### config.mk
export PLATFORM = sky130hd
export DESIGN_NAME = alpr_top
export DESIGN_NICKNAME = d
export VERILOG_FILES = /design/src/design/alpr_pkg.sv /design/src/design/alpr_param_link.sv /design/src/design/alpr_top.sv
export VERILOG_INCLUDE_DIRS = /design/src /design/src/design
export SDC_FILE = /design/constraint.sdc
export NUM_CORES = 1
export LEC_CHECK = 0
export BUFFER_PORTS_ARGS = -buffer_cell sky130_fd_sc_hd__buf_2
export CAP_MARGIN = 20
export CORE_MARGIN = 3
export CORE_UTILIZATION = 50
export CTS_CLUSTER_DIAMETER = 120
export DETAILED_ROUTE_END_ITERATION = 7
export GPL_ROUTABILITY_DRIVEN = 0
export PLACE_DENSITY = 0.89
export SETUP_SLACK_MARGIN = 0.5
export SLEW_MARGIN = 20
export SYNTH_ARGS = -nofsm -noshare
export SYNTH_HDL_FRONTEND = slang
export SYNTH_HIERARCHICAL = 1
export SYNTH_SLANG_ARGS = --single-unit
### constraint.sdc
create_clock -name clk -period 6.6 [get_ports clk]
set_input_delay 1.32 -clock clk [delete_from_list [all_inputs] [get_ports clk]]
set_output_delay 1.32 -clock clk [all_outputs]
set_load 0.05 [all_outputs]
### src/design/alpr_map.svh
// constant map for the alarm log and parameter read block
`ifndef ALPR_MAP_SVH
`define ALPR_MAP_SVH
`define ALPR_ALARM_W 8
`define ALPR_ALARM_N 3
`define ALPR_CODE_W 16
`define ALPR_VALUE_W 16
`define ALPR_GRP_MSB 15
`define ALPR_GRP_LSB 8
`define ALPR_NUM_MSB 7
`define ALPR_NUM_LSB 0
`define ALPR_VALUE_NONE 16'h0000
`define ALPR_ALARM_RST 8'h00
`define ALPR_INT_RST 24'h000000
`endif

### src/design/alpr_pkg.sv
// types for the alarm log and parameter read block
package alpr_pkg;
    typedef enum logic [1:0] {
        ALPR_IDLE,
        ALPR_WAIT
    } alpr_state_e;
    typedef logic [7:0] alpr_byte_t;
endpackage

### src/design/alpr_param_link.sv
// parameter fetch link: holds one request toward the parameter store
`timescale 1ns/1ns
`default_nettype none
`include "alpr_map.svh"
module alpr_param_link #(
    parameter int CODE_W = `ALPR_CODE_W
) (
    input wire logic clk,
    input wire logic nrst,
    input wire logic start,
    input wire logic [CODE_W-1:0] code,
    input wire logic store_ack,
    output logic store_req,
    output logic [CODE_W-1:0] store_code
);
    logic req_q;
    logic req_d;
    logic [CODE_W-1:0] code_q;
    logic [CODE_W-1:0] code_d;

    always_comb begin
        req_d = req_q;
        code_d = code_q;
        if (start) begin
            req_d = 1'b1;
            code_d = code;
        end else if (store_ack) begin
            req_d = 1'b0;
        end
    end

    always_ff @(posedge clk) begin
        if (!nrst) begin
            req_q <= 1'b0;
            code_q <= '0;
        end else begin
            req_q <= req_d;
            code_q <= code_d;
        end
    end

    assign store_req = req_q;
    assign store_code = code_q;
endmodule
`default_nettype wire

### src/design/alpr_top.sv
// alarm history publisher and parameter read interpreter
// Function
// - the alarm history output holds three one-byte codes: newest, second, third.
// - each byte is an unsigned code 0 to 255 and the first byte holds the newest alarm.
// - the history is sent on change, or after the minimum send interval when one is set.
// - a write of a 16-bit read code by the remote node starts a readout.
// - the parameter value goes out on the read value output, which ends the readout.
// - a parameter that does not exist returns zero.
// - a read request that arrives during a readout is dropped.
// - no busy indication is given to the network.
`timescale 1ns/1ns
`default_nettype none
`include "alpr_map.svh"
module alpr_top
    import alpr_pkg::*;
#(
    parameter int ALARM_W = `ALPR_ALARM_W,
    parameter int CODE_W = `ALPR_CODE_W,
    parameter int VALUE_W = `ALPR_VALUE_W,
    parameter int INTERVAL_W = 24
) (
    input wire logic clk,
    input wire logic nrst,
    input wire logic alarm_new,
    input wire alpr_pkg::alpr_byte_t alarm_code,
    input wire logic [INTERVAL_W-1:0] min_send_interval,
    output logic [3*ALARM_W-1:0] alarm_history_output,
    output logic alarm_history_send,
    input wire logic param_read_code_wr,
    input wire logic [CODE_W-1:0] param_read_code_input,
    output logic store_req,
    output logic [7:0] store_group,
    output logic [7:0] store_number,
    input wire logic store_ack,
    input wire logic store_exists,
    input wire logic [VALUE_W-1:0] store_value,
    output logic [VALUE_W-1:0] param_read_value_output,
    output logic param_read_value_valid
);
    import alpr_pkg::*;

    // local copies of the history geometry and code field positions
    localparam int HIST_N = `ALPR_ALARM_N;
    localparam int GRP_MSB = `ALPR_GRP_MSB;
    localparam int GRP_LSB = `ALPR_GRP_LSB;
    localparam int NUM_MSB = `ALPR_NUM_MSB;
    localparam int NUM_LSB = `ALPR_NUM_LSB;

    // true when shifting the new code in alters the published history
    function automatic logic hist_changed(
        input logic [ALARM_W-1:0] code,
        input logic [ALARM_W-1:0] h0,
        input logic [ALARM_W-1:0] h1,
        input logic [ALARM_W-1:0] h2
    );
        logic diff;
        diff = (code != h0) || (h0 != h1) || (h1 != h2);
        return diff;
    endfunction

    // read code field decoders
    function automatic logic [7:0] code_group(input logic [CODE_W-1:0] code);
        return code[GRP_MSB:GRP_LSB];
    endfunction

    function automatic logic [7:0] code_number(input logic [CODE_W-1:0] code);
        return code[NUM_MSB:NUM_LSB];
    endfunction

    // alarm history shift register
    logic [ALARM_W-1:0] hist_q [HIST_N];
    logic [ALARM_W-1:0] hist_d [HIST_N];
    logic pend_q;
    logic pend_d;
    logic send_q;
    logic send_d;
    logic [INTERVAL_W-1:0] gap_q;
    logic [INTERVAL_W-1:0] gap_d;

    always_comb begin
        hist_d = hist_q;
        if (alarm_new) begin
            hist_d[0] = alarm_code;
            for (int i = 1; i < HIST_N; i++) begin
                hist_d[i] = hist_q[i-1];
            end
        end
    end

    // send pacing: immediate when no interval is set or the gap has run out, otherwise held off
    always_comb begin
        pend_d = pend_q;
        send_d = 1'b0;
        gap_d = gap_q;
        if (gap_q != '0) begin
            gap_d = gap_q - 1'b1;
        end
        if (pend_q && (min_send_interval == '0 || gap_q == '0)) begin
            send_d = 1'b1;
            pend_d = 1'b0;
            gap_d = min_send_interval;
        end
        // a change in the sending cycle stays pending so it is not lost;
        // the send then carries the newer content once the gap expires
        if (alarm_new && hist_changed(alarm_code, hist_q[0], hist_q[1], hist_q[2])) begin
            pend_d = 1'b1;
        end
    end

    always_ff @(posedge clk) begin
        if (!nrst) begin
            for (int i = 0; i < HIST_N; i++) begin
                hist_q[i] <= `ALPR_ALARM_RST;
            end
        end else begin
            hist_q <= hist_d;
        end
    end

    always_ff @(posedge clk) begin
        if (!nrst) begin
            pend_q <= 1'b0;
            send_q <= 1'b0;
            gap_q <= INTERVAL_W'(`ALPR_INT_RST);
        end else begin
            pend_q <= pend_d;
            send_q <= send_d;
            gap_q <= gap_d;
        end
    end

    genvar g;
    generate
        for (g = 0; g < HIST_N; g++) begin : g_pack
            assign alarm_history_output[(HIST_N-g)*ALARM_W-1 -: ALARM_W] = hist_q[g];
        end
    endgenerate
    assign alarm_history_send = send_q;

    // parameter readout
    alpr_state_e state_q;
    alpr_state_e state_d;
    logic start;
    logic [CODE_W-1:0] link_code;
    logic [VALUE_W-1:0] val_q;
    logic [VALUE_W-1:0] val_d;
    logic vld_q;
    logic vld_d;

    // one readout at a time: with no busy flag the remote side cannot tell,
    // so a write during a readout is dropped rather than queued
    always_comb begin
        state_d = state_q;
        start = 1'b0;
        case (state_q)
            ALPR_IDLE: begin
                if (param_read_code_wr) begin
                    start = 1'b1;
                    state_d = ALPR_WAIT;
                end
            end
            ALPR_WAIT: begin
                // further writes here are dropped
                if (store_ack) begin
                    state_d = ALPR_IDLE;
                end
            end
            default: state_d = ALPR_IDLE;
        endcase
    end

    always_ff @(posedge clk) begin
        if (!nrst) begin
            state_q <= ALPR_IDLE;
        end else begin
            state_q <= state_d;
        end
    end

    // result register: loads once at the end of each readout
    always_comb begin
        val_d = val_q;
        vld_d = 1'b0;
        if (state_q == ALPR_WAIT && store_ack) begin
            val_d = store_exists ? store_value : `ALPR_VALUE_NONE;
            vld_d = 1'b1;
        end
    end

    always_ff @(posedge clk) begin
        if (!nrst) begin
            val_q <= `ALPR_VALUE_NONE;
            vld_q <= 1'b0;
        end else begin
            val_q <= val_d;
            vld_q <= vld_d;
        end
    end

    alpr_param_link #(
        .CODE_W(CODE_W)
    ) u_link (
        .clk(clk),
        .nrst(nrst),
        .start(start),
        .code(param_read_code_input),
        .store_ack(store_ack),
        .store_req(store_req),
        .store_code(link_code)
    );

    assign store_group = code_group(link_code);
    assign store_number = code_number(link_code);
    assign param_read_value_output = val_q;
    // value and valid are the only readout outputs, there is no busy flag
    assign param_read_value_valid = vld_q;
endmodule
`default_nettype wire

==> summary by stage, run 1 <==
Detailed routing
The average detailed-routed wire length per instance is 15.90 um. For this run, design rule violations remaining after detail routing come to 0. The wire length reported by the detailed router is between 9 and 10 mm.

Summing over every cut layer, the via total after detailed routing is between 3000 and 4000. The remaining antenna violation count after routing is 0. The first TritonRoute pass finished after 4 iterations. The number of vias per cell after detailed routing is 5.708.

In this run, the number of DRC markers left after iteration 0 of detailed routing was between 150 and 200.

Worst setup path
The worst setup path is captured at a flip-flop. Among all stages on the critical path, the largest delay is contributed by or2_1. The required time at the worst-slack endpoint is 6790 ps. The critical path startpoint category is a flip-flop.

The number of buffers and inverters on the critical path is 1. Among cell families on the critical path, the largest total delay comes from simple AND/OR/NAND/NOR gates. The largest stage delay on the critical path is around 720 ps. Data arrives at the worst endpoint at 3530 ps. The maximum fanout encountered on the critical timing path is 27. The path type of the worst setup path is flip-flop to flip-flop. Traced cell by cell, the critical path runs through inv_1, ha_1, nor4b_1, nand4_1, or2_1, o21ai_4, a211oi_1.

Global routing
The first global-routing pass estimated 15.30 mm of wire. The total grt overflow is 0. The number of antenna violations at the first check in global routing is 0. The global-route usage over all layers is 0.2161. The via count of the first global-routing pass is around 3300. Entering global routing, the biggest net connects 33 pins.

Timing
The tightest slew margin relative to the limit is 0.2812. For the final routed database, the setup TNS stands at 0 ps. Dividing the final minimum period by the clock period gives 0.5057. Setup repair after global routing left no endpoint under its margin. The pin slew with the least headroom to its limit is between 1000 and 1500 ps. The number of endpoints with negative hold slack in the final report came to 0.

Final hold analysis gives a worst-case slack of 490.6 ps. The number of max-slew violations in the final report is 0. The clock arrives with approximately 6.8 ps of skew. Static timing analysis puts the maximum clock frequency at between 200 and 300 MHz. Setup violations remaining at the end of the flow were counted as 0. The smallest clock period supported by the final layout is computed as 3337 ps.

Layout
In the final layout, the share of cells above drive strength 1 is 0.3053. The area of the multi-input gates is 0.002017 mm2. The net count of the finished layout is between 500 and 600. The top cell types in the final layout, fill and taps aside, are buf_2, dfxtp_1, mux2i_1, nor2_1, a211oi_1. With fillers left out, the area of the finished cells amounts to ~0.0047 mm2.

Summing all flip-flop and latch instances after layout gives 0.001702 mm2. The number of antenna cells inserted is 0. After filler insertion, the fill cell instance count of the layout stands at a little over 600. Compared with the post-synthesis result, the final layout area differs by 21.40%. The library cell used most frequently in the layout, excluding fill and tap cells, is buf_2.

CTS
At the later pin of the worst-skew pair, clock insertion delay measures approximately 360 ps. CTS built an H-tree with a depth of 3. The buffer cell driving the clock tree root is clkbuf_8. The CTS clock-pin slew for the worst setup and hold paths is ~100 ps. Counting the buffers created by CTS gives 9. The clock tree from TritonCTS is yes. Hold repair after CTS inserted 0 buffers. The clock passes through at most 2 buffers. After clock tree synthesis, the setup repair step added 0 buffers. The number of clock sinks is 85. The number of gates resized after CTS was 0.

Yosys
The post-synthesis register bit count is 85. The average instance in the mapped netlist occupies 9.888 um2. The number of nets in the synthesized netlist is between 400 and 500.

The async set-or-reset flop fraction in the synthesized netlist is 0. The number of distinct library cells after synthesis is 51. The number of synthesized flops with an enable pin is 0.

In the synthesized netlist the dominant register cell turns out to be dfxtp_1. The yosys synthesis warning count is 6. The share of the Yosys chip area taken by registers is 0.4390. After technology mapping, the gate count stands at slightly below 400. The post-synthesis instance area is about 0.0039 mm2.

Placed design
The count of buffers added on input and output ports is ~130. The detailed placement HPWL is 6.899 mm. After detailed placement, the total cell area comes to ~0.0045 mm2.

Floorplanning
The chip height is 94.05 um. The boundary pin count is around 130. The number of rows created at floorplan is 31. The area of the placeable core is approximately 0.0074 mm2.

The horizontal die dimension is between 90 and 100 um. The initial utilization of the core area, before any placement, comes to 0.5260. The die footprint is slightly below 0.009 mm2.

Status
The run finished with clean final reports.

Power
The worst IR drop on VDD is roughly 0.16 mV. In this run the static leakage power is roughly 2.1 nW. The completed layout was analyzed and its total power is 1.693 mW. The power per standard cell area is approximately 360 mW/mm2.

Hold path
The path type of the worst min-delay path is flip-flop to flip-flop.

Job
The tool flagged a number of max-cap violations equal to 0.
==> cell type report <==
| class | count | share of cell area |
|---|---|---|
| multi-input combinational | 277 | 0.4286 |
| inverter | 5 | 0.003988 |
| tap | 99 | 0.02632 |
| clock buffer | 9 | 0.02632 |
| clock inverter | 7 | 0.01702 |
| sequential | 85 | 0.3616 |
| timing repair buffer | 128 | 0.1361 |
==> through the flow <==
| step | instances | setup slack, ps | utilization |
|---|---|---|---|
| 6_report | 610 | 3263 | 0.6385 |
| 5_1_grt | 610 | 3080 | 0.6385 |
| 4_1_cts | 610 | 3226 | 0.6380 |
| 3_5_place_dp | 594 | 2848 | 0.6104 |
| 3_3_place_gp | 594 | 3011 | 0.6104 |
| 2_1_floorplan | 392 | 3827 | - |
==> worst register-to-register path, cell delays in order, from the launching register on <==
cell and delay, ps:
dfxtp_1 320, inv_1 100, ha_1 240, nor4b_1 610, nand4_1 460, or2_1 720, o21ai_4 610, a211oi_1 120
==> flip-flops by register name, indices dropped and copies added, names as in the netlist, 16 cells and up <==
register	cells
alarm_history_output	24
param_read_value_output	16
u_link/store_code	16
gap_q	24
==> where the power goes <==
group,total (mW),internal [mW],leakage (nW),switching [mW]
Sequential,0.668,0.589,0.695,0.0791
Combinational,0.655,0.268,1.31,0.386
Clock,0.370,0.150,0.0994,0.220
Total,1.69,1.01,2.10,0.686
==> cell families (layout without fill, tap and decap cells) <==
family,after synthesis,count (layout),synth area share
DFF,85,85,0.4390
muxes,40,40,0.1033
adders and majority gates,1,1,0.003227
xor gates and xnor gates,28,28,0.06327
AOI/OAI and AO/OA,84,84,0.1704
buffers and inverters,30,149,0.04325
and+or+nand+nor,124,124,0.1775
==> metal layers <==
metal / part of all wire / global-route usage
met4: 0.021 / 0.08664
met2: 0.49 / 0.3584
met3: 0.085 / 0.04728
met1: 0.41 / 0.2718
met5: 0 / 0
==> path summary, 6_finish.rpt <==
kind,from,end,slack (ps),cells after the start
worst max-delay path,gap_q[0]$_SDFFE_PN0P_,gap_q[16]$_SDFFE_PN0P_,3260,7
worst min-delay path,param_read_value_output[15]$_SDFFE_PN0P_,param_read_value_output[15]$_SDFFE_PN0P_,490,1
worst max register to register,gap_q[0]$_SDFFE_PN0P_,gap_q[16]$_SDFFE_PN0P_,3260,7
worst min register to register,param_read_value_output[15]$_SDFFE_PN0P_,param_read_value_output[15]$_SDFFE_PN0P_,490,1
==> cells in the mapped netlist (all sizes together) (10+ instances only) <==
cell type,n,area (um2)
dfxtp,85,1702
a211oi,40,310.3
mux2i,40,400.4
nor2,40,157.6
nor2b,18,112.6
a22o,16,140.1
clkbuf,15,56.30
nor3,14,75.07
nor4,14,93.84
xnor2,14,122.6
xor2,14,122.6
buf,10,92.58
No activity file was read; power rests on OpenSTA's default activity.
==> run 2: changes to the inputs <==
--- a/config.mk
+++ b/config.mk
@@ -6,6 +6,7 @@
 export SDC_FILE = /design/constraint.sdc
 export NUM_CORES = 1
 export LEC_CHECK = 0
+export ABC_AREA = 1
 export BUFFER_PORTS_ARGS = -buffer_cell sky130_fd_sc_hd__buf_2
 export CAP_MARGIN = 20
 export CORE_MARGIN = 3
@@ -13,7 +14,7 @@
 export CTS_CLUSTER_DIAMETER = 120
 export DETAILED_ROUTE_END_ITERATION = 7
 export GPL_ROUTABILITY_DRIVEN = 0
-export PLACE_DENSITY = 0.89
+export PLACE_DENSITY = 0.88
 export SETUP_SLACK_MARGIN = 0.5
 export SLEW_MARGIN = 20
 export SYNTH_ARGS = -nofsm -noshare
==> constraint.sdc (replaced) <==
create_clock -name clk -period 3.33 [get_ports clk]
set_input_delay 0.666 -clock clk [delete_from_list [all_inputs] [get_ports clk]]
set_output_delay 0.666 -clock clk [all_outputs]
set_load 0.05 [all_outputs]
==> run 2 against run 1 <==
Via count grew 30%. Sequential cell count is the same. Count of clock-buffer cells in the layout is the same. Global-route usage grew 1.6 points. Clock skew grew 9.9 ps. Non-clock buffer count grew 5. Combinational power grew to 2.7 times the previous value. Critical path depth grew 4. Setup slack lost 1900 ps. First-iteration DRC count shrank 9.9%. Largest power group is now combinational cells. Highest routed layer unchanged.
==> summary by stage, run 2 <==
Hold path
The worst hold path begins at param_read_value_output[1]$_SDFFE_PN0P_. The path type of the worst min-delay path is flip-flop to flip-flop.

Worst setup path
The slowest stage of the critical path is the dfxtp_1 cell. STA classifies the critical path endpoint as a flip-flop. The startpoint of the most critical setup path is gap_q[0]$_SDFFE_PN0P_. Along the worst path, the maximum fanout reaches 26. The critical path is of the flip-flop to flip-flop type. STA puts the critical path data arrival time at about 2300 ps. For this run, the slowest stage of the critical path takes between 300 and 400 ps.

STA puts the critical path data required time at between 3000 and 4000 ps. The count of buffering cells on the critical path with inverters included is 1. The worst setup path is launched from a flip-flop. The worst register-to-register path begins at gap_q[0]$_SDFFE_PN0P_. The signal on the critical path passes through inv_1, ha_1, nand2_2, nor2_8, nand3_4, nand2_4, nand2_4, nand2_1, nand2_1, nand2_1, nor2_1. The critical path's top delay family is simple AND/OR/NAND/NOR gates.

The critical path's most frequent cell is nand2_1.

Layout
The final net count is approximately 840. The area added between synthesis and finish is 19.55%. The finished layout holds a little under 900 standard cells, fillers aside. The number of antenna cells inserted is 0. The commonest non-fill, non-tap cell in the layout is nand2_1.

Leaving out fill and tap cells, the most frequent cells in the layout are nand2_1, nor2_1, buf_2, dfxtp_1, nand3_1. The share of final-layout standard cells stronger than drive strength 1 is 0.2124. The final cell utilization of the core is 0.6223.

Detailed routing
After detailed routing, the met2 layer carries 5.647 mm of wire. Before antenna repair, the detailed router went through 5 iterations. For this block, the initial DRC count from the detailed router was around 160. The detailed router put a total of ~4.6 mm of wire on met1. The average detailed-routed wire length per instance is 13.10 um. The routed design has roughly 11 mm of wire. The final route contains roughly 4500 vias. For this run, design rule violations remaining after detail routing come to 0. The count of nets left with antenna violations once routing finished came out at 0. The number of vias per cell after detailed routing is between 5 and 6.

The highest metal layer carrying signal wires in the routed design is met4. The amount of wire on met3 after detailed routing is around 1.1 mm.

Global routing
The via count of the first global-routing pass is approximately 4300. Entering global routing, the biggest net connects 61 pins. The number of antenna violations at the first check in global routing is 0. The total grt overflow is 0. The global-route usage over all layers is 0.2326. The first global-routing pass estimated 18.91 mm of wire.

Timing
The pin slew with the least headroom to its limit is 798.1 ps. The number of max-slew violations in the final report was 0. The final critical-path required period is between 2000 and 2500 ps.

The total negative setup slack is 0 ps. Setup violations remaining at the end of the flow were counted as 0. Dividing the final minimum period by the clock period gives 0.6046. The number of endpoints with negative hold slack in the final report is 0. The worst pin sits at a relative slew slack of 0.4659. The highest clock frequency the design can meet is between 400 and 500 MHz. The final setup skew is approximately 17 ps. The tightest hold margin is 469.6 ps. Setup repair after global routing left no endpoint under its margin.

Power
For this design the static power due to leakage is ~2.8 nW. VDD sags by at most 0.3901 mV. Overall power consumption after layout is estimated at ~3.8 mW. The power per standard cell area is around 740 mW/mm2.

Yosys
The commonest cells after synthesis are nand2_1, nor2_1, dfxtp_1. The Yosys step of the flow raised 6 warnings. Counting flops and latches in the post-synthesis netlist gives 85.

After synthesis, the share of flip-flops with an asynchronous set or reset is 0. The mapped netlist covers between 0.004 and 0.005 mm2. The number of nets handed over by synthesis was roughly 720. In the post-synthesis netlist, the biggest area contributors are dfxtp_1, nand2_1, nor2_1, nand3_1, inv_1. The dominant synthesized flop cell is dfxtp_1. The largest area contributor in the synthesized netlist is dfxtp_1. In this run the mean area of a mapped cell was ~6.6 um2. Of the synthesized area, sequential elements account for 0.3939. Counting every instance in the synthesized netlist gives 652. In this run, distinct cell masters in the synthesized netlist total 30. The top-area cell type share of the netlist area is 0.3939. By instance count, the leading cell after synthesis is nand2_1. Yosys mapped a number of flops with a built-in enable equal to 0.

Floorplanning
The area of the placeable core is approximately 0.0083 mm2. The boundary pin count is 129. The chip height is around 99 um. The floorplan step defined a die boundary enclosing slightly below 0.01 mm2.

After floorplanning, the core was divided into 33 placement rows. The starting utilization of the core area is 0.5206. The die is 98.96 um wide.

CTS
In this run the clock root is driven by a clkbuf_8. The buffer levels on the longest clock path is 2. The quantity of gates resized following cts is 0.

CTS saw 85 sinks. The H-tree depth is 3. The quantity of hold-fixing buffers added after cts is 0. For the worst-skew pair, the clock arrives at the later sink with an insertion delay of about 370 ps.

The clock tree from TritonCTS is yes. The number of buffers created by CTS is 9. In this run the post-CTS setup repair buffer count came out at 0.

After clock tree synthesis, the clock-pin slew on the worst setup and hold paths is about 100 ps.

Placed design
The number of buffer cells added on primary ports is around 130. The number of placed instances, taps included, is 861. The detailed placement HPWL is roughly 8.4 mm.

Job
The reported max-cap violation count is 0.

Status
The run finished with clean final reports.
-- run 2: worst min-delay path, delay by kind of cell (launching register included) --
| family | cells | cell delay, ps |
|---|---|---|
| flops | 1 | 320 |
| simple gates | 2 | 120 |
-- run 2: final cells by class --
class	instances	area, um2
fillers	729	3134
inverters	56	210.2
multi-input cells	482	2252
well taps	105	131.4
clock buffers	9	123.9
flip-flops and latches	85	1702
clock inverters	7	67.56
repair buffers	133	678.2
-- run 2: path summary, 6_finish.rpt --
path | end | slack (ps) | cells after the start
worst max-delay path | gap_q[19]$_SDFFE_PN0P_ | 1320 | 11
worst min-delay path | param_read_value_output[1]$_SDFFE_PN0P_ | 470 | 2
worst max register to register | gap_q[19]$_SDFFE_PN0P_ | 1320 | 11
worst min register to register | param_read_value_output[1]$_SDFFE_PN0P_ | 470 | 2
-- run 2: per-stage QoR --
| stage | worst slack (ps) | area (um2) |
|---|---|---|
| after global routing | 1113 | 5165 |
| after CTS | 1328 | 5165 |
| after detailed placement | 1093 | 4974 |
| after floorplan | 1636 | 4320 |
| after global placement | 1169 | 4974 |
| final | 1317 | 5165 |
-- run 2: where the power goes --
group	internal [mW]	switching, mW	total, mW
Sequential	1.17	0.157	1.33
Clock	0.287	0.420	0.708
Combinational	0.601	1.19	1.79
Total	2.06	1.76	3.83
-- run 2: layer usage --
layer / vias up / global-route usage
li1: 2292 / -
met1: 2030 / 0.2791
met2: 195 / 0.3967
met3: 20 / 0.06511
met4: 0 / 0.08403
met5: - / 0
-- run 2: cell families after synthesis --
family                     synth area share
buffers and inverters               0.08485
DFF                                  0.3939
xor gates and xnor gates            0.03852
and+or+nand+nor                      0.3973
adders and majority gates          0.002896
AOI/OAI and AO/OA                   0.08254
==> run 3: changes to the inputs <==
==> constraint.sdc (replaced) <==
create_clock -name clk -period 1.87 [get_ports clk]
set_input_delay 0.374 -clock clk [delete_from_list [all_inputs] [get_ports clk]]
set_output_delay 0.374 -clock clk [all_outputs]
set_load 0.05 [all_outputs]
==> run 3 against run 2 <==
Non-clock buffer count rose by 29. First-iteration DRC count up 110%. Fmax rose by 19%. Sequential power increased by 86%. Critical endpoint is now gap_q[9]$_SDFFE_PN0P_. Critical path depth down 2. Register-to-register slack worse by 1100 ps.
==> summary by stage, run 3 (synthesis gave the netlist of run 2 again) <==
Status
The flow ran to the end, and the final reports show no timing, DRC or antenna violations.

Layout
The share of final-layout standard cells stronger than drive strength 1 is 0.3454. Fill cells in the final layout number roughly 570. In the layout the commonest cells are nand2_1, nor2_1, buf_2, dfxtp_1, inv_1. The area added between synthesis and finish is 38.00%. Across the whole layout, storage elements account for roughly 0.0017 mm2. The area of the multi-input gates is between 0.002 and 0.003 mm2. The library cell used most frequently in the layout, excluding fill and tap cells, is nand2_1. The number of antenna cells inserted is 0. At the end of the flow, the number of nets in the layout was about 870.

Floorplanning
The die footprint is between 0.009 and 0.01 mm2. For this configuration, the core starts out at a cell density of 0.5206. The area of the placeable core is roughly 0.0083 mm2. Row generation in the floorplan step produced 33 rows. The horizontal die dimension is roughly 99 um.

approximately 130 I/O pins were placed. The chip height is 98.96 um.

Global routing
The largest net degree at the start of global routing is between 40 and 50. The number of antenna violations at the first check in global routing is 0. The total grt overflow is 0.

The global-route usage over all layers is 0.2570. The wire length of the first global-routing pass is between 20 and 25 mm. The via count of the first global-routing pass is 4545.

Power
The leakage power total is 2.973 nW. Power spread over the standard cell area amounts to between 1000 and 1500 mW/mm2. VDD sags by at most approximately 0.63 mV. After layout, the design draws a total of 8.313 mW.

CTS
After clock tree synthesis, the clock-pin slew on the worst setup and hold paths is approximately 100 ps. For the worst-skew pair, the clock arrives at the later sink with an insertion delay of between 300 and 400 ps. The H-tree was split into 3 levels. After clock tree synthesis, the flow added hold-fix buffers numbering 0.

The tree is rooted in a clkbuf_8. The buffer levels on the longest clock path is 2. The number of clock sinks is 85. TritonCTS built the clock tree.

TritonCTS created 9 clock buffers.

Detailed routing
Dividing the detail-routed via count by the number of cells gives approximately 5.4. The remaining antenna violation count after routing is 0. The violation count after the first detailed-route iteration is ~340. The wire length reported by the detailed router is about 14 mm. The number of design rule violations left after detail routing is 0. The average detailed-routed wire length per instance is 15.59 um. The number of search-and-repair iterations in the first detailed-routing pass is 5. Summing over every cut layer, the via total after detailed routing is 4934.

Worst setup path
The worst path arrival time is approximately 1900 ps. The endpoint class of the critical path is a flip-flop. The worst register-to-register path has a setup slack of approximately 180 ps. The largest single stage delay on the critical path is about 380 ps. The maximum fanout encountered on the critical timing path is 6. The startpoint of the worst-slack reg-to-reg timing path is gap_q[8]$_SDFFE_PN0P_.

The critical path startpoint category is a flip-flop. In this run the critical register-to-register path is captured at gap_q[9]$_SDFFE_PN0P_. The startpoint of the most critical setup path is gap_q[8]$_SDFFE_PN0P_. For the worst flop-to-flop path, the logic depth is 9. Data on the critical path is required at its endpoint by around 2100 ps. The worst setup path is of the flip-flop to flip-flop kind. The most critical setup path has its endpoint at gap_q[9]$_SDFFE_PN0P_. The slowest stage of the critical path belongs to the cell dfxtp_4. Walking the worst path, the cells encountered are nor2_4, nand2_2, nor2_4, nand3_4, nand2_8, buf_8, nand3b_1, nand3_2, nor2_2. The critical path's most frequent cell is nor2_4.

Timing
The number of max-slew violations in the final report is 0. The highest clock frequency the design can meet is between 500 and 600 MHz. The final worst-path cycle share is 0.9044.

The number of endpoints with negative hold slack in the final report is 0. The final critical-path required period is 1691 ps. Across the routed clock network, the largest skew measured is slightly above 10 ps. The total negative setup slack is 0 ps. The tightest slew margin relative to the limit is 0.7329. Setup repair after global routing could not meet its margin everywhere.

Setup violations remaining at the end of the flow were counted as 0. For the pin with the worst max-slew slack, the measured transition is roughly 400 ps.

Job
Across the run, the number of max-cap violations was 0.

Placed design
After legalization and detailed placement, the total HPWL measured slightly below 9 mm. The number of buffer cells added on primary ports is ~130.

Hold path
The worst hold path belongs to the class primary input to flip-flop.
run 3: cell types whose count changed in the layout (fill, tap and decap cells not counted), moves of 19 or more:
cell / previous run / this run
nor2_1: 133 / 111
clkbuf_4: 0 / 25
dfxtp_1: 85 / 55
buf_4: 5 / 42
dfxtp_2: 0 / 28
nand3_1: 68 / 49
buf_2: 128 / 76
run 3: through the flow:
| step | instances | worst slack, ps | cell area (um2) | hold slack, ps | util |
|---|---|---|---|---|---|
| 6_report | 907 | 178.7 | 5962 | 220.1 | 0.7184 |
| 5_1_grt | 907 | 165.3 | 5962 | 230.2 | 0.7184 |
| 4_1_cts | 897 | 362.7 | 5640 | 215.8 | 0.6796 |
| 3_5_place_dp | 868 | 101.2 | 5162 | 456.1 | 0.6220 |
| 3_3_place_gp | 868 | 166.6 | 5162 | 452.8 | 0.6220 |
| 2_1_floorplan | 652 | 407.1 | 4467 | 493.5 | - |
run 3: final cells by class:
type	count	share of cell area
Clock buffer	9	0.02078
Clock inverter	7	0.01154
Inverter	56	0.03526
Multi-Input combinational cell	483	0.4273
Sequential cell	85	0.2925
Tap cell	105	0.02204
Timing Repair Buffer	162	0.1906
run 3: worst min path at each step:
stage,startpoint,end,cells past startpoint
3_5_place_dp,u_link/store_req$_SDFFE_PN0P_,u_link/store_req$_SDFFE_PN0P_,2
2_1_floorplan,state_q[0]$_SDFFE_PN0P_,state_q[0]$_SDFFE_PN0P_,1
3_3_place_gp,u_link/store_req$_SDFFE_PN0P_,u_link/store_req$_SDFFE_PN0P_,2
6_report,store_value[14],param_read_value_output[14]$_SDFFE_PN0P_,3
5_1_grt,store_value[4],param_read_value_output[4]$_SDFFE_PN0P_,3
4_1_cts,store_value[14],param_read_value_output[14]$_SDFFE_PN0P_,3
run 3: repair_timing:
item / in CTS / in global routing
gates resized for setup: 59 / 72
endpoints found under the setup margin: 68 / 67
setup buffers: 11 / 9
cloned: 2 / 1
pin swaps: 14 / 19
run 3: power breakdown:
group / switching [mW] / internal [mW] / leakage (nW)
clock: 0.767 / 0.515 / 0.0911
combinational: 2.78 / 1.79 / 2.17
sequential: 0.345 / 2.12 / 0.710
total: 3.89 / 4.42 / 2.97
run 3: metal layers:
layer,GRT usage,share of wire,up-vias
met5,0,0,-
met3,0.06086,0.087,54
met1,0.2999,0.37,2272
met4,0.1208,0.046,0
met2,0.4427,0.50,249
li1,-,-,2359
run 3: critical path: cells and delay by family (launching register included):
family | cells | cell delay, ps
and+or+nand+nor | 8 | 1050
DFF | 1 | 380
buffers and inverters | 1 | 150
